## src/verilog/uart_rx_pkg.sv

```systemverilog
package uart_rx_pkg;

    // Oversamples per bit in each speed
    localparam logic [4:0] SAMPLES_NORMAL    = 5'h10;
    localparam logic [4:0] SAMPLES_DOUBLE    = 5'h08;
    // First of the three centre voting samples
    localparam logic [4:0] FIRST_VOTE_NORMAL = 5'h08;
    localparam logic [4:0] FIRST_VOTE_DOUBLE = 5'h04;
    // Number given to the first low sample after the falling edge
    localparam logic [4:0] FIRST_LOW_SAMPLE  = 5'h01;

    // Field widths
    localparam int DIVISOR_WIDTH = 12;
    localparam int PAYLOAD_WIDTH = 9;
    localparam int SLOT_WIDTH    = 10;

    // Reset values
    localparam logic [11:0] DIVISOR_RESET = 12'h000;
    localparam logic        LINE_IDLE     = 1'b1;

    // System clock
    localparam int CLOCK_PERIOD_NS = 20;

    // Receiver states
    typedef enum logic [1:0] {
        IDLE,
        RECEIVE,
        DELIVER
    } rx_state_e;

    // One received frame as handed to the user side
    typedef struct packed {
        logic [8:0] payload;       // Data bits, unused upper bits zero
        logic       parity_bit;    // Received parity bit, zero if none
        logic       framing_error; // Stop bit resolved to zero
    } rx_word_s;

endpackage

```

## src/verilog/line_synchroniser.sv

```systemverilog
`timescale 1ns/1ps

// Two-stage synchroniser for the asynchronous receive line
module line_synchroniser (
    input  wire logic i_clock,
    input  wire logic i_reset_n,
    input  wire logic i_async_line,
    output logic      o_sync_line
);
    import uart_rx_pkg::*;

    logic stage_one_reg;   // Metastable stage, read only by stage two
    logic stage_two_reg;   // Settled copy

    // Both stages reset to the idle line level
    always_ff @(posedge i_clock) begin
        if (!i_reset_n) begin
            stage_one_reg <= LINE_IDLE;
            stage_two_reg <= LINE_IDLE;
        end else begin
            stage_one_reg <= i_async_line;
            stage_two_reg <= stage_one_reg;
        end
    end

    assign o_sync_line = stage_two_reg;

endmodule

```

## src/verilog/word_buffer.sv

```systemverilog
`timescale 1ns/1ps

// Two-entry buffer for received words, valid and ready on both sides
module word_buffer (
    input  wire logic                  i_clock,
    input  wire logic                  i_reset_n,
    input  wire logic                  i_in_valid,
    output logic                       o_in_ready,
    input  wire uart_rx_pkg::rx_word_s i_in_word,
    output logic                       o_out_valid,
    input  wire logic                  i_out_ready,
    output uart_rx_pkg::rx_word_s      o_out_word
);
    import uart_rx_pkg::*;

    rx_word_s   entry_reg [2];  // Storage entries
    logic       write_ptr_reg;  // Next entry to fill
    logic       read_ptr_reg;   // Oldest entry
    logic [1:0] count_reg;      // Entries held
    logic       push;
    logic       pop;

    assign o_in_ready  = (count_reg != 2'h2);
    assign o_out_valid = (count_reg != 2'h0);
    assign push        = i_in_valid && o_in_ready;
    assign pop         = o_out_valid && i_out_ready;
    assign o_out_word  = entry_reg[read_ptr_reg];

    // Store an incoming word
    always_ff @(posedge i_clock) begin
        if (!i_reset_n) begin
            entry_reg[0] <= '0;
            entry_reg[1] <= '0;
        end else if (push) begin
            entry_reg[write_ptr_reg] <= i_in_word;
        end
    end

    // Pointer and occupancy bookkeeping
    always_ff @(posedge i_clock) begin
        if (!i_reset_n) begin
            write_ptr_reg <= 1'b0;
            read_ptr_reg  <= 1'b0;
            count_reg     <= 2'h0;
        end else begin
            if (push) begin
                write_ptr_reg <= ~write_ptr_reg;
            end
            if (pop) begin
                read_ptr_reg <= ~read_ptr_reg;
            end
            if (push && !pop) begin
                count_reg <= count_reg + 2'h1;
            end else if (pop && !push) begin
                count_reg <= count_reg - 2'h1;
            end
        end
    end

endmodule

```

## src/verilog/uart_async_rx_recovery.sv

```systemverilog
`timescale 1ns/1ps

module uart_async_rx_recovery (
    input  wire logic                      i_clock,
    input  wire logic                      i_reset_n,
    input  wire logic                      i_rx_line,
    input  wire logic                      i_double_speed_select,
    input  wire logic [11:0]               i_baud_divisor,
    input  wire logic [3:0]                i_data_bits,
    input  wire logic                      i_parity_enable,
    output logic                           o_word_valid,
    input  wire logic                      i_word_ready,
    output uart_rx_pkg::rx_word_s          o_word,
    output logic                           o_framing_error_flag,
    output logic                           o_start_rejected,
    output logic                           o_receiving
);
    import uart_rx_pkg::*;

    // Synchronised receive line
    logic                     line_sync;
    // Oversample tick from the divider
    logic [DIVISOR_WIDTH-1:0] divider_reg;
    logic                     sample_tick;
    // Receiver state and position within the frame
    rx_state_e                state_reg;
    logic [4:0]               sample_reg;
    logic [3:0]               slot_reg;
    logic [3:0]               last_slot_reg;
    logic [3:0]               data_bits_reg;
    logic                     parity_en_reg;
    // Previous oversample of the line, for edge detection
    logic                     prev_line_reg;
    // First two voting samples of the current bit
    logic [1:0]               vote_reg;
    // Recovered data and parity bits
    logic [SLOT_WIDTH-1:0]    slots_reg;
    logic                     frame_error_reg;
    logic                     framing_flag_reg;
    logic                     reject_reg;
    // Speed dependent figures
    logic [4:0]               samples_per_bit;
    logic [4:0]               first_vote;
    logic [4:0]               last_vote;
    // Events of the current tick
    logic                     falling_edge;
    logic                     can_start;
    logic                     at_vote_end;
    logic                     majority;
    logic                     push_valid;
    logic                     push_ready;
    rx_word_s                 push_word;
    logic [PAYLOAD_WIDTH-1:0] payload;

    // Line passes through two flops before any sampling
    line_synchroniser u_sync (
        .i_clock      (i_clock),
        .i_reset_n    (i_reset_n),
        .i_async_line (i_rx_line),
        .o_sync_line  (line_sync)
    );

    // Speed select picks oversample rate and voting window
    always_comb begin
        if (i_double_speed_select) begin
            samples_per_bit = SAMPLES_DOUBLE;
            first_vote      = FIRST_VOTE_DOUBLE;
        end else begin
            samples_per_bit = SAMPLES_NORMAL;
            first_vote      = FIRST_VOTE_NORMAL;
        end
        last_vote = first_vote + 5'h02;
    end

    // Divider gives one oversample tick every divisor plus one clocks
    always_ff @(posedge i_clock) begin
        if (!i_reset_n) begin
            divider_reg <= DIVISOR_RESET;
        end else if (divider_reg == '0) begin
            divider_reg <= i_baud_divisor;
        end else begin
            divider_reg <= divider_reg - 12'h001;
        end
    end

    assign sample_tick = (divider_reg == '0);

    // Falling edge seen between two oversamples
    assign falling_edge = sample_tick && prev_line_reg && !line_sync;
    // Search is open when idle or while the last word is being taken
    assign can_start    = (state_reg == IDLE) ||
                          ((state_reg == DELIVER) && push_ready);
    // Last of the three centre samples of the current bit
    assign at_vote_end  = sample_tick && (state_reg == RECEIVE) &&
                          (sample_reg == last_vote);
    // Two of three decide the bit
    assign majority     = (vote_reg[0] & vote_reg[1]) |
                          (vote_reg[0] & line_sync) |
                          (vote_reg[1] & line_sync);

    // Remember the line at every oversample
    always_ff @(posedge i_clock) begin
        if (!i_reset_n) begin
            prev_line_reg <= LINE_IDLE;
        end else if (sample_tick) begin
            prev_line_reg <= line_sync;
        end
    end

    // Receiver sequence
    always_ff @(posedge i_clock) begin
        if (!i_reset_n) begin
            state_reg <= IDLE;
        end else begin
            case (state_reg)
                // Wait for a falling edge
                IDLE: begin
                    if (falling_edge) begin
                        state_reg <= RECEIVE;
                    end
                end
                // Step through oversamples of each bit
                RECEIVE: begin
                    if (at_vote_end && (slot_reg == 4'h0) && majority) begin
                        state_reg <= IDLE;
                    end else if (at_vote_end && (slot_reg == last_slot_reg)) begin
                        state_reg <= DELIVER;
                    end
                end
                // Hand the word over; a new start may begin at once
                DELIVER: begin
                    if (push_ready && falling_edge) begin
                        state_reg <= RECEIVE;
                    end else if (push_ready) begin
                        state_reg <= IDLE;
                    end
                end
                default: begin
                    state_reg <= IDLE;
                end
            endcase
        end
    end

    // Oversample number and bit slot within the frame
    always_ff @(posedge i_clock) begin
        if (!i_reset_n) begin
            sample_reg <= 5'h00;
            slot_reg   <= 4'h0;
        end else if (can_start && falling_edge) begin
            // This tick was sample one, so the next tick is sample two
            sample_reg <= FIRST_LOW_SAMPLE + 5'h01;
            slot_reg   <= 4'h0;
        end else if (sample_tick && (state_reg == RECEIVE)) begin
            if (sample_reg == samples_per_bit) begin
                // Last oversample of the bit, wrap to sample one of the next bit
                sample_reg <= FIRST_LOW_SAMPLE;
                slot_reg   <= slot_reg + 4'h1;
            end else begin
                sample_reg <= sample_reg + 5'h01;
            end
        end
    end

    // Frame shape is held for the whole frame
    always_ff @(posedge i_clock) begin
        if (!i_reset_n) begin
            data_bits_reg <= 4'h0;
            parity_en_reg <= 1'b0;
            last_slot_reg <= 4'h0;
        end else if (can_start && falling_edge) begin
            data_bits_reg <= i_data_bits;
            parity_en_reg <= i_parity_enable;
            // Start, data, optional parity, then the first stop bit
            last_slot_reg <= i_data_bits + {3'h0, i_parity_enable} + 4'h1;
        end
    end

    // Capture the first two centre samples
    always_ff @(posedge i_clock) begin
        if (!i_reset_n) begin
            vote_reg <= 2'h3;
        end else if (sample_tick && (state_reg == RECEIVE)) begin
            if (sample_reg == first_vote) begin
                vote_reg[0] <= line_sync;
            end else if (sample_reg == first_vote + 5'h01) begin
                vote_reg[1] <= line_sync;
            end
        end
    end

    // Store each voted data or parity bit by slot
    always_ff @(posedge i_clock) begin
        if (!i_reset_n) begin
            slots_reg <= '0;
        end else if (can_start && falling_edge) begin
            slots_reg <= '0;
        end else if (at_vote_end && (slot_reg != 4'h0) && (slot_reg != last_slot_reg)) begin
            slots_reg[slot_reg - 4'h1] <= majority;
        end
    end

    // Stop bit decides the frame error; later stop bits are never looked at
    always_ff @(posedge i_clock) begin
        if (!i_reset_n) begin
            frame_error_reg  <= 1'b0;
            framing_flag_reg <= 1'b0;
        end else if (at_vote_end && (slot_reg == last_slot_reg)) begin
            frame_error_reg  <= !majority;
            framing_flag_reg <= !majority;
        end
    end

    // One pulse for each start rejected as noise
    always_ff @(posedge i_clock) begin
        if (!i_reset_n) begin
            reject_reg <= 1'b0;
        end else begin
            reject_reg <= at_vote_end && (slot_reg == 4'h0) && majority;
        end
    end

    // Keep only the configured number of data bits
    for (genvar bit_i = 0; bit_i < PAYLOAD_WIDTH; bit_i++) begin : g_payload
        assign payload[bit_i] = slots_reg[bit_i] && (bit_i < data_bits_reg);
    end

    // Word offered to the buffer
    always_comb begin
        push_word               = '0;
        push_word.payload       = payload;
        push_word.parity_bit    = parity_en_reg && slots_reg[data_bits_reg];
        push_word.framing_error = frame_error_reg;
    end

    assign push_valid = (state_reg == DELIVER);

    // A stalled receiver holds the word here and searches no new start
    word_buffer u_buffer (
        .i_clock     (i_clock),
        .i_reset_n   (i_reset_n),
        .i_in_valid  (push_valid),
        .o_in_ready  (push_ready),
        .i_in_word   (push_word),
        .o_out_valid (o_word_valid),
        .i_out_ready (i_word_ready),
        .o_out_word  (o_word)
    );

    // Status outputs
    assign o_framing_error_flag = framing_flag_reg;
    assign o_start_rejected     = reject_reg;
    assign o_receiving          = (state_reg == RECEIVE);

endmodule

```

## config.mk

```make
export PLATFORM = sky130hd
export DESIGN_NAME = uart_async_rx_recovery
export DESIGN_NICKNAME = d
export VERILOG_FILES = /design/src/verilog/uart_rx_pkg.sv /design/src/verilog/line_synchroniser.sv /design/src/verilog/word_buffer.sv /design/src/verilog/uart_async_rx_recovery.sv
export SDC_FILE = /design/constraint.sdc
export NUM_CORES = 1
export LEC_CHECK = 0
export BUFFER_PORTS_ARGS = -buffer_cell sky130_fd_sc_hd__buf_2
export CAP_MARGIN = 30
export CORE_MARGIN = 10
export CORE_UTILIZATION = 55
export DETAILED_ROUTE_END_ITERATION = 12
export PLACE_DENSITY = 0.77
export SKIP_CTS_REPAIR_TIMING = 1
export SYNTH_ARGS = -nofsm -noshare
export SYNTH_HDL_FRONTEND = slang
export SYNTH_HIERARCHICAL = 1
export SYNTH_SLANG_ARGS = --single-unit
```

## constraint.sdc

```tcl
create_clock -name i_clock -period 6.25 [get_ports i_clock]
set_clock_uncertainty 0.1 [all_clocks]
set_input_delay 0.625 -clock i_clock [delete_from_list [all_inputs] [get_ports i_clock]]
set_output_delay 0.625 -clock i_clock [all_outputs]
set_load 0.01 [all_outputs]
```

* Yosys cells after proc, flatten, opt, wreduce, memory -nomap -nowiden
Memory sizes are Yosys's and may differ from the RTL's. A register that Yosys moved wholly into a read port is not among the register bits.
Cells that the tools add are included.
** Word-level totals
- Bits in registers :: 53
- Input bits :: 22
- Memories :: 1
- RAM bits :: 22
- Bits in latches :: 0
- Bits in read-only memories :: 0
** Operators by class
- Divide/modulo/power cells :: 0
- Reductions and logical operators :: 44
- $add $sub $neg :: 10
- Order comparisons :: 12
- Multipliers :: 0
- Shift-type cells :: 0
- Bitwise logic cells :: 9
- Equality and inequality tests :: 12
- Multiplexer cells :: 28
** Memory list
- u_buffer.entry_reg :: words 2, bits a word 11, read ports 1, clocked after Yosys merged registers in 1, write ports 2, line word_buffer.sv:16 : rx_word_s entry_reg [2];
** Operator list (count)
- logical AND 1 bit :: 26
- two-way mux 2 bit :: 9
- less-than comparator 3 x 4 -> 1 bit (first input constant) :: 4
- == test 5 bit :: 3
- zero test 12 bit :: 1
- two-way mux 12 bit :: 1
- subtractor 12 x 1 -> 12 bit (second input constant) :: 1
- two-way mux 11 bit :: 1
- OR reduction 11 bit :: 1
- adder 5 x 1 -> 5 bit (second input constant) :: 2
- bitwise mux 10 bit :: 1
- less-than comparator 4 x 5 -> 1 bit (second input constant) :: 2
- two-way mux 1 bit :: 10
- two-way mux 5 bit :: 2
- adder 4 x 1 -> 4 bit (second input constant) :: 2
- less-than comparator 1 x 4 -> 1 bit (first input constant) :: 2
- less-than comparator 2 x 4 -> 1 bit (first input constant) :: 2
- one-hot mux 2 bit (3 select lines) :: 1
- AND reduction 3 bit :: 2
- nonzero test 2 bit :: 3
- adder 5 x 2 -> 5 bit (second input constant) :: 1
- == test 5 x 4 -> 1 bit :: 1
- adder 4 x 1 -> 4 bit :: 1
- binary-select mux 1 bit (select 4 bit) :: 1
- 24 further kinds :: 35

* Logic depth before layout (Yosys ltp)
Gate-level depths: netlist of the first run.
- Word-level depth :: 8
- Mapped depth :: 9

* Hierarchy
Netlist of the first run, hierarchy kept.
** Modules (own cells, without submodules)
- uart_async_rx_recovery :: times used 1, area an instance 2731.4 um2, cells an instance 315, seq. area each 940.9 um2
- word_buffer :: times used 1, area an instance 1207.4 um2, cells an instance 96, seq. area each 760.7 um2
- line_synchroniser :: times used 1, area an instance 52.6 um2, cells an instance 4, seq. area each 40.0 um2

* Least setup slack after synthesis of the first run
Ideal clock, no wire load.
- Path type :: in2reg
- From :: input i_double_speed_select
- To :: register slot_reg[1]
- Setup time :: 0.120 ns
- Slack :: 4.110 ns
- Stages :: 5
- Arrival time :: 1.921 ns
- Cell sequence :: or3b_2 a211oi_2 and3_1 mux2i_1 nor2_1
** On the way
- Cells in the longest elaborated chain, start to end :: 3
** Ends and longest elaborated chain
- start: declaration :: line uart_async_rx_recovery.sv:7 : input wire logic i_double_speed_select,
- two-way mux 5 bit :: line uart_async_rx_recovery.sv:65 : if (i_double_speed_select) begin
- == test 5 bit :: line uart_async_rx_recovery.sv:155 : if (sample_reg == samples_per_bit) begin
- AND reduction 2 bit (no line)
- end signal: assignment :: line uart_async_rx_recovery.sv:158 : slot_reg <= slot_reg + 4'h1;
- end: declaration :: line uart_async_rx_recovery.sv:28 : logic [3:0] slot_reg;
Every way passes these cells.
A chain may end at the register's enable or synchronous reset.

* Worst setup path in the final report of the first run
- From :: input i_reset_n
- To :: register slots_reg[7]
** On the way
- Cells in the longest elaborated chain, start to end :: 2
** Ends and longest elaborated chain
- start: declaration :: line uart_async_rx_recovery.sv:5 : input wire logic i_reset_n,
- inverter 1 bit (no line)
- OR reduction 2 bit (no line)
- end signal: indexed assignment :: line uart_async_rx_recovery.sv:199 : slots_reg[slot_reg - 4'h1] <= majority;
- end: declaration :: line uart_async_rx_recovery.sv:37 : logic [SLOT_WIDTH-1:0] slots_reg;
Every way passes these cells.

==> run_results.csv, run 1 <==
group,metric,value,unit
place,place_area,4180,µm²
timing,rsz0062_at_grt,"false",
final_layout,antenna_cells,0,
route,wl_per_cell,14.7,µm
die,die_y,105,µm
die,die-area,11100,µm²
route,via_per_inst,5.47,
die,start_util,57.8,%
logic_synthesis,yosysWarnings,6,
logic_synthesis,seq_area_frac_synth,43.6,%
setup_path,arrival,2.89,ns
setup_path,cp-start-kind,"input port",
clocking,cts_root_buf,"clkbuf_8",
logic_synthesis,synth_top_area_share,27.1,%
setup_path,path_delay_family,"buffers and inverters",
die,die_w,105,µm
die,num_io_pins,37,
die,core,6910,µm²
timing,worstMarginPinSlew,0.779,ns
setup_path,cp.required,6.43,ns
logic_synthesis,synth.most_common_cell,"nor2_1",
route,drt_iter0_markers,175,
clocking,cts_buffers,9,
final_layout,final_nets,479,
route,drc,0,
setup_path,worstPathCellList,"buf_2 -> inv_1 -> a21oi_1 -> nand2_1 -> mux2i_1",
timing,drv_slew,0,
logic_synthesis,yosysTopAreaCell,"dfxtp_1",
setup_path,crit_buf_inv,2,
setup_path,max_stage_delay,0.75,ns
route,vias,2976,
logic_synthesis,ys_ff_latch,76,
logic_synthesis,async_flop_share,0,%
setup_path,worst-path-max-fanout,29,
power,peakVddDrop,262,µV
clocking,h-tree-depth,3,
global_routing,grt_pass1_wl,14.0,mm
timing,fin_ws,3.53,ns
final_layout,post-route-cell-area,4380,µm²
global_routing,grt_pass1_vias,3060,
timing,relSlewSlack,48.1,%
logic_synthesis,syn_area,3990,µm²
logic_synthesis,syn_inst,415,
power,leakage,1.61,nW
global_routing,antenna_found_initial,0,
die,fp-row-count,30,
timing,min_period,2.72,ns
final_layout,area_delta_synth_final,9.78,%
timing,hold_slack,0.312,ns
clocking,cts_tree,"done",
logic_synthesis,synthFlopType,"dfxtp_1",
timing,fmaxAchievable,368,MHz
setup_path,critical_path_class,"input port to register",
global_routing,gr-total-overflow,0,
route,drtAntennaViolNets,0,
route,firstDrtPassIters,4,
logic_synthesis,synth.net_count,451,
place,dp_slack,3.15,ns
clocking,cts_sinks,76,
clocking,clkTransAtPathRegs,0.08,ns
run_status,outcome,"finished, final reports clean",
logic_synthesis,synthTopCellsByCount,"nor2_1 (58), dfxtp_1 (54), nand2_1 (47)",
global_routing,grtUsageTotal,14.9,%
setup_path,endpoint_kind,"register",
final_layout,largest_register_ff_count,22,
timing,hold_violations,0,
clocking,insertion_delay,0.35,ns
final_layout,fillers,575,
logic_synthesis,avgSynthCellArea,9.62,µm²
timing,finalSetupViolCount,0,
clocking,clock_path_buffers,2,
timing,fin_setup_tns,0,ns
place,place_congestion,0.835,
global_routing,grt_max_degree,30,
place,detailed_place_hpwl,5.84,mm
min_path,hold_path.class,"register to register",
logic_synthesis,synth.area.top_cells,"dfxtp_1 (27%), edfxtp_1 (17%), mux2i_1 (5.5%)",
place,port_buffers,36,
logic_synthesis,synth_cell_types,61,
setup_path,slowest_stage,"a21oi_1",
logic_synthesis,synth_edf_count,22,
final_layout,drive_above_1_share,18.1,%
timing,fin_crit_sh,43.5,%
power,power_density,280,nW/µm²
flow_run,maxCapViolations,0,
route,routed_wl,7.99,mm
==> metal layers <==
metal | up-vias | GRT usage (%) | share of wire, %
li1 | 1503 | - | -
met1 | 1403 | 17.8 | 46
met2 | 60 | 24.8 | 49
met3 | 10 | 3.56 | 4.5
met4 | 0 | 6.57 | 1.1
met5 | - | 0 | 0
==> worst register-to-register path, stage by stage, from the launching register on <==
cell,delay (ns)
dfxtp_1,0.39
inv_1,0.06
ha_1,0.31
and4_1,0.27
a21oi_1,0.63
nand2_1,0.40
mux2i_1,0.25
==> layout make-up <==
class / count / area (µm²) / area share (%)
multi-input combinational: 306 / 2090 / 47.7
clock inverter: 7 / 75.1 / 1.71
clock buffer: 9 / 124 / 2.83
sequential: 76 / 1740 / 39.7
inverter: 14 / 52.6 / 1.20
timing repair buffer: 36 / 180 / 4.11
tap: 96 / 120 / 2.74
==> power by group <==
part,switching (mW),internal (mW)
Combinational,0.154,0.107
Clock,0.191,0.186
Sequential,0.0419,0.547
Total,0.387,0.839
==> layout by cell type (no fill, tap or decap), types with 2 or more instances in the layout <==
cell type,count
a211oi_1,9
a211oi_2,2
a21boi_0,2
a21oi_1,12
a31oi_1,3
and2_1,9
and3_1,4
buf_2,36
clkbuf_8,9
clkinv_4,2
clkinvlp_4,2
dfxtp_1,54
edfxtp_1,22
ha_1,14
inv_1,14
mux2_2,11
mux2i_1,22
mux4_2,2
nand2_1,47
nand2b_1,3
nand3_1,11
nand3b_1,3
nand4_1,5
nor2_1,58
nor2b_1,11
nor3_1,13
nor4_1,2
nor4b_1,2
o21a_1,4
o21ai_0,5
o31a_1,3
or2_2,2
or3_1,2
or4_1,2
xnor2_1,12
xor2_1,6
==> cells by family after synthesis <==
logic type                 Yosys count  share of synthesized area (%)
AOI/OAI and AO/OA                   50                           9.28
muxes                               35                           9.75
xor gates and xnor gates            18                           3.95
DFF                                 76                           43.6
buffers and inverters               33                           4.04
and+or+nand+nor                    188                           24.7
adders and majority gates           15                           4.64
==> path summary, 6_finish.rpt <==
kind                                   start                       endpoint  slack (ns)  depth (start not counted)
max                                i_reset_n      slots_reg[7]$_SDFFE_PP0P_        3.53                          5
min          u_sync/stage_one_reg$_SDFF_PN1_  u_sync/o_sync_line$_SDFF_PN1_        0.31                          1
max reg2reg        divider_reg[0]$_SDFF_PN0_      slots_reg[7]$_SDFFE_PP0P_        3.76                          6
min reg2reg  u_sync/stage_one_reg$_SDFF_PN1_  u_sync/o_sync_line$_SDFF_PN1_        0.31                          1
==> through the flow <==
stage	utilization (%)	total power [mW]	instances
final	63.4	1.23	544
after global routing	63.4	1.30	544
after CTS	63.4	1.24	544
after detailed placement	60.6	0.862	528
after global placement	60.6	0.854	528
after floorplan	-	0.804	415
No activity file was read; power rests on OpenSTA's default activity.
==> inputs of run 2 (changes only) <==
--- a/config.mk
+++ b/config.mk
@@ -5,6 +5,7 @@
 export SDC_FILE = /design/constraint.sdc
 export NUM_CORES = 1
 export LEC_CHECK = 0
+export ABC_AREA = 1
 export BUFFER_PORTS_ARGS = -buffer_cell sky130_fd_sc_hd__buf_2
 export CAP_MARGIN = 30
 export CORE_MARGIN = 10
==> constraint.sdc (replaced) <==
create_clock -name i_clock -period 2.7 [get_ports i_clock]
set_clock_uncertainty 0.1 [all_clocks]
set_input_delay 0.27 -clock i_clock [delete_from_list [all_inputs] [get_ports i_clock]]
set_output_delay 0.27 -clock i_clock [all_outputs]
set_load 0.01 [all_outputs]
==> run_results.csv, run 2 <==
group,metric,value,unit
logic_synthesis,syn_area,3990,µm²
logic_synthesis,synth_top_area_share,27.1,%
global_routing,antenna_found_initial,0,
place,detailed_place_hpwl,6.17,mm
timing,worstMarginPinSlew,0.566,ns
logic_synthesis,synth.most_common_cell,"nand2_1",
setup_path,crit_buf_inv,1,
timing,fin_ws,0.664,ns
logic_synthesis,ys_ff_latch,76,
final_layout,antenna_cells,0,
global_routing,grt_pass1_wl,13.7,mm
timing,relSlewSlack,62.2,%
die,die_y,105,µm
clocking,cts_sinks,76,
timing,rsz0062_at_grt,"false",
logic_synthesis,synth_compound_area_share,12.1,%
die,die-area,11100,µm²
timing,min_period,2.04,ns
route,routed_wl,8.02,mm
final_layout,largest_register_ff_count,22,
clocking,insertion_delay,0.34,ns
setup_path,cp.required,2.60,ns
run_status,outcome,"finished, final reports clean",
logic_synthesis,synth_top_family_by_area,"simple AND/OR/NAND/NOR gates",
timing,fmaxAchievable,491,MHz
timing,finalSetupViolCount,0,
power,power,3.30,mW
clocking,clock_path_buffers,2,
global_routing,grt_pass1_vias,3206,
final_layout,final_nets,567,
place,port_buffers,36,
route,wl_per_cell,12.7,µm
timing,hold_violations,0,
logic_synthesis,synthAdderAreaFrac,4.39,%
setup_path,critical_path_class,"register to register",
route,firstDrtPassIters,4,
setup_path,slowest_stage,"nand2_1",
global_routing,grtUsageTotal,14.6,%
timing,fin_setup_tns,0,ns
final_layout,fillers,633,
logic_synthesis,yosysWarnings,6,
clocking,cts_tree,"done",
route,drtAntennaViolNets,0,
setup_path,endpoint_kind,"register",
place,dp_slack,0.673,ns
setup_path,max_stage_delay,0.47,ns
power,peakVddDrop,592,µV
clocking,clkTransAtPathRegs,0.08,ns
final_layout,multi_input_area,1900,µm²
logic_synthesis,synthFlopType,"dfxtp_1",
timing,fin_crit_sh,75.4,%
global_routing,gr-total-overflow,0,
final_layout,layout.area.seq,1740,µm²
timing,drv_slew,0,
logic_synthesis,async_flop_share,0,%
setup_path,path_delay_family,"simple AND/OR/NAND/NOR gates",
die,die_w,105,µm
logic_synthesis,synth-simple-area-share,24.4,%
place,place_congestion,0.815,
die,start_util,57.7,%
setup_path,worst-path-max-fanout,13,
route,drc,0,
setup_path,worstPathCellList,"inv_1 -> nor2_1 -> a21boi_4 -> nand3_2 -> nand2_1",
logic_synthesis,synth_edf_count,22,
final_layout,drive_above_1_share,17.9,%
logic_synthesis,synth.net_count,532,
logic_synthesis,muxShareOfSynthArea,3.11,%
route,via_per_inst,5.13,
die,num_io_pins,37,
flow_run,maxCapViolations,0,
logic_synthesis,synthXorXnorAreaFrac,3.73,%
setup_path,arrival,1.93,ns
die,core,6910,µm²
setup_path,cp-start-kind,"register",
power,power_density,740,nW/µm²
route,vias,3242,
clocking,cts_root_buf,"clkbuf_8",
logic_synthesis,yosysTopAreaCell,"dfxtp_1",
min_path,hold_path.class,"input port to register",
global_routing,grt_max_degree,26,
power,leakage,1.75,nW
clocking,cts_buffers,9,
logic_synthesis,synthTopCellsByCount,"nand2_1 (82), inv_1 (65), nor2_1 (55)",
die,fp-row-count,30,
logic_synthesis,avgSynthCellArea,8.04,µm²
final_layout,area_delta_synth_final,11.8,%
route,drt_iter0_markers,183,
logic_synthesis,seq_area_frac_synth,43.7,%
logic_synthesis,synth_cell_types,37,
clocking,h-tree-depth,3,
final_layout,final_cell_mix,"nand2_1 (82), inv_1 (65), nor2_1 (55)",
logic_synthesis,synth.area.top_cells,"dfxtp_1 (27%), edfxtp_1 (17%), nand2_1 (7.7%)",
logic_synthesis,syn_inst,496,
final_layout,layout_commonest_cell,"nand2_1",
run 2: cell count changes after synthesis, moves of 5 or more:
cell      delta
a211oi_1     -7
a21oi_1     +23
and2_1       -9
inv_1       +51
inv_2        +7
mux2i_1     -22
nand2_1     +35
nand3_1     +13
nand4_1     +10
nor2_2      +15
nor2b_1     -11
nor3_1      -10
o21ai_0     +20
xnor2_1      -5
run 2: area by class of cell:
class	instances	area share, %
multi-input cells	332	42.7
flip-flops and latches	76	39.1
inverters	74	6.23
repair buffers	38	4.43
clock buffers	11	3.65
well taps	96	2.69
clock inverters	5	1.26
run 2: report_power, final:
group / total (mW) / internal, mW / switching (mW)
sequential: 1.44 / 1.32 / 0.122
clock: 0.923 / 0.507 / 0.416
combinational: 0.932 / 0.348 / 0.583
run 2: per-layer routing:
metal / part of all wire [%] / track usage, % / vias up
li1: - / - / 1686
met1: 45 / 16.3 / 1483
met2: 49 / 26.2 / 64
met3: 4.5 / 3.13 / 9
met4: 1.2 / 6.08 / 0
met5: 0 / 0 / -
run 2: worst reg2reg max path, stage by stage, from the launching register on:
cell      delay, ns
dfxtp_1        0.38
inv_1          0.11
nor2_1         0.10
a21boi_4       0.22
nand3_2        0.30
nand2_1        0.48
run 2: worst paths after layout:
path                                   start  slack [ns]  cells after the start                                     end
max reg2reg        state_reg[1]$_SDFFE_PN0P_        0.66                      5  u_buffer/entry_reg[0][2]$_SDFFCE_PN0P_
min reg2reg  u_sync/stage_one_reg$_SDFF_PN1_        0.31                      2           u_sync/o_sync_line$_SDFF_PN1_
min                        i_baud_divisor[4]        0.06                      2               divider_reg[4]$_SDFF_PN0_
max                state_reg[1]$_SDFFE_PN0P_        0.66                      5  u_buffer/entry_reg[0][2]$_SDFFCE_PN0P_
run 2: logic make-up after synthesis:
group           after synthesis
compound gates               85
xor+xnor                     17
fa+ha+maj                    14
buf+inv                      88
flops                        76
mux                          11
simple gates                205
run 2: per-stage QoR:
| step | hold WS (ns) | util (%) | std cells | cell area, µm² |
|---|---|---|---|---|
| finish | 0.0632 | 64.5 | 632 | 4460 |
| CTS | -0.00591 | 64.4 | 631 | 4450 |
| global route | 0.0666 | 64.5 | 632 | 4460 |
| global placement | 0.293 | 61.2 | 615 | 4230 |
| floorplan | 0.239 | - | 496 | 3990 |
| detailed placement | 0.296 | 61.2 | 615 | 4230 |
==> inputs of run 3 (changes only) <==
==> constraint.sdc (replaced) <==
create_clock -name i_clock -period 2 [get_ports i_clock]
set_clock_uncertainty 0.1 [all_clocks]
set_input_delay 0.2 -clock i_clock [delete_from_list [all_inputs] [get_ports i_clock]]
set_output_delay 0.2 -clock i_clock [all_outputs]
set_load 0.01 [all_outputs]
==> run_results.csv, run 3 (same netlist as run 2, synthesis figures left out) <==
group,metric,value,unit
timing,relSlewSlack,61.9,%
final_layout,antenna_cells,0,
route,vias,3253,
min_path,hold_path.class,"input port to register",
setup_path,cp-start-kind,"register",
global_routing,grt_pass1_vias,3078,
place,place_congestion,0.860,
setup_path,worst-path-max-fanout,11,
route,drt_iter0_markers,160,
power,leakage,1.80,nW
timing,hold_slack,-0.0132,ns
timing,fin_setup_tns,0,ns
setup_path,crit_path_end,"u_buffer/entry_reg[0][10]$_SDFFCE_PN0P_",
timing,hold_violations,3,
die,die-area,11100,µm²
setup_path,slowest_stage,"nand2_1",
run_status,outcome,"finished, violations left",
route,wl_per_cell,12.7,µm
clocking,cts_buffers,9,
timing,worstMarginPinSlew,0.571,ns
run_status,failed_checks,"negative hold slack",
timing,fin_crit_sh,90.8,%
die,num_io_pins,37,
setup_path,cp.required,1.89,ns
global_routing,antenna_found_initial,0,
flow_run,maxCapViolations,0,
final_layout,drive_above_1_share,19.4,%
route,drc,0,
global_routing,gr-total-overflow,0,
place,port_buffers,36,
route,firstDrtPassIters,5,
die,core,6910,µm²
timing,min_period,1.82,ns
global_routing,grt_max_degree,26,
timing,finalSetupViolCount,0,
setup_path,r2r_start,"state_reg[1]$_SDFFE_PN0P_",
final_layout,finish.utilization,65.5,%
die,start_util,57.7,%
clocking,cts_root_buf,"clkbuf_8",
route,via_per_inst,5.07,
clocking,cts_tree,"done",
clocking,clkTransAtPathRegs,0.08,ns
route,drtAntennaViolNets,0,
final_layout,final_cell_mix,"nand2_1 (82), inv_1 (64), nor2_1 (55)",
die,fp-row-count,30,
global_routing,grt_pass1_wl,13.4,mm
timing,fmaxAchievable,551,MHz
clocking,insertion_delay,0.35,ns
setup_path,regToRegSetupSlack,0.18,ns
die,die_y,105,µm
setup_path,cp-startpoint,"state_reg[1]$_SDFFE_PN0P_",
final_layout,final_nets,577,
min_path,min_path_cells,2,
setup_path,r2r-end,"u_buffer/entry_reg[0][10]$_SDFFCE_PN0P_",
clocking,h-tree-depth,3,
timing,rsz0062_at_grt,"false",
die,die_w,105,µm
setup_path,worstPathCellList,"inv_1 -> nor2_1 -> a21boi_4 -> nand3_2 -> nand2_1",
power,peakVddDrop,739,µV
min_path,holdCritStartpoint,"i_baud_divisor[4]",
setup_path,reg2reg_depth,5,
power,power_density,978,nW/µm²
final_layout,area_delta_synth_final,13.5,%
route,routed_wl,8.16,mm
final_layout,largest_register_ff_count,22,
place,detailed_place_hpwl,6.06,mm
timing,drv_slew,0,
setup_path,arrival,1.71,ns
setup_path,endpoint_kind,"register",
setup_path,critical_path_class,"register to register",
clocking,clock_path_buffers,2,
clocking,cts_sinks,76,
final_layout,layout_commonest_cell,"nand2_1",
setup_path,max_stage_delay,0.38,ns
global_routing,grtUsageTotal,14.4,%
run 3: changes by cell type in the layout (fill, tap and decap cells not counted), sizes merged:
cell	change
clkbuf	-1
clkinv	+3
buf	+10
inv	-1
clkinvlp	-1
run 3: power by group:
part           total, mW  switching [mW]  leakage, nW  internal [mW]
registers           1.94           0.154        0.667           1.78
logic               1.38           0.846         1.04          0.538
clock network       1.10           0.540       0.0911          0.564
run 3: how the worst min path moves through the flow:
| stage | end |
|---|---|
| 2_1_floorplan | u_sync/stage_one_reg$_SDFF_PN1_ |
| 3_3_place_gp | u_sync/stage_one_reg$_SDFF_PN1_ |
| 3_5_place_dp | u_sync/stage_one_reg$_SDFF_PN1_ |
| 4_1_cts | u_sync/stage_one_reg$_SDFF_PN1_ |
| 5_1_grt | divider_reg[8]$_SDFF_PN0_ |
| 6_report | divider_reg[4]$_SDFF_PN0_ |
run 3: area by class of cell:
| type | instances | area [µm²] |
|---|---|---|
| fillers | 616 | 2380 |
| multi-input cells | 332 | 1920 |
| flip-flops and latches | 76 | 1740 |
| repair buffers | 48 | 280 |
| inverters | 74 | 278 |
| clock buffers | 10 | 128 |
| well taps | 96 | 120 |
| clock inverters | 6 | 55.1 |
run 3: per-stage QoR:
step	hold WS, ns	power [mW]	worst slack, ns	instances	instance area (µm²)
after floorplan	0.169	2.97	0.256	496	3990
after global placement	0.269	3.24	0.171	622	4280
after detailed placement	0.283	3.29	0.0632	622	4280
after CTS	-0.0834	4.40	0.0325	638	4460
after global routing	0.00288	4.69	0.0127	642	4520
final	-0.0132	4.43	0.185	642	4520
run 3: worst max-delay path: cells and delay by family (launching register included):
family	cells	cell delay, ns
AND/OR/NAND/NOR	3	0.63
flip-flops	1	0.37
buffers and inverters	1	0.11
AO/OA/AOI/OAI	1	0.25
run 3: metal layers:
| metal | up-vias | routed length [µm] | part of all wire (%) | GRT usage [%] |
|---|---|---|---|---|
| li1 | 1726 | - | - | - |
| met1 | 1438 | 3640 | 45 | 17.1 |
| met2 | 73 | 3870 | 48 | 23.8 |
| met3 | 16 | 496 | 6.1 | 3.62 |
| met4 | 0 | 146 | 1.8 | 6.27 |
| met5 | - | 0 | 0 | 0 |
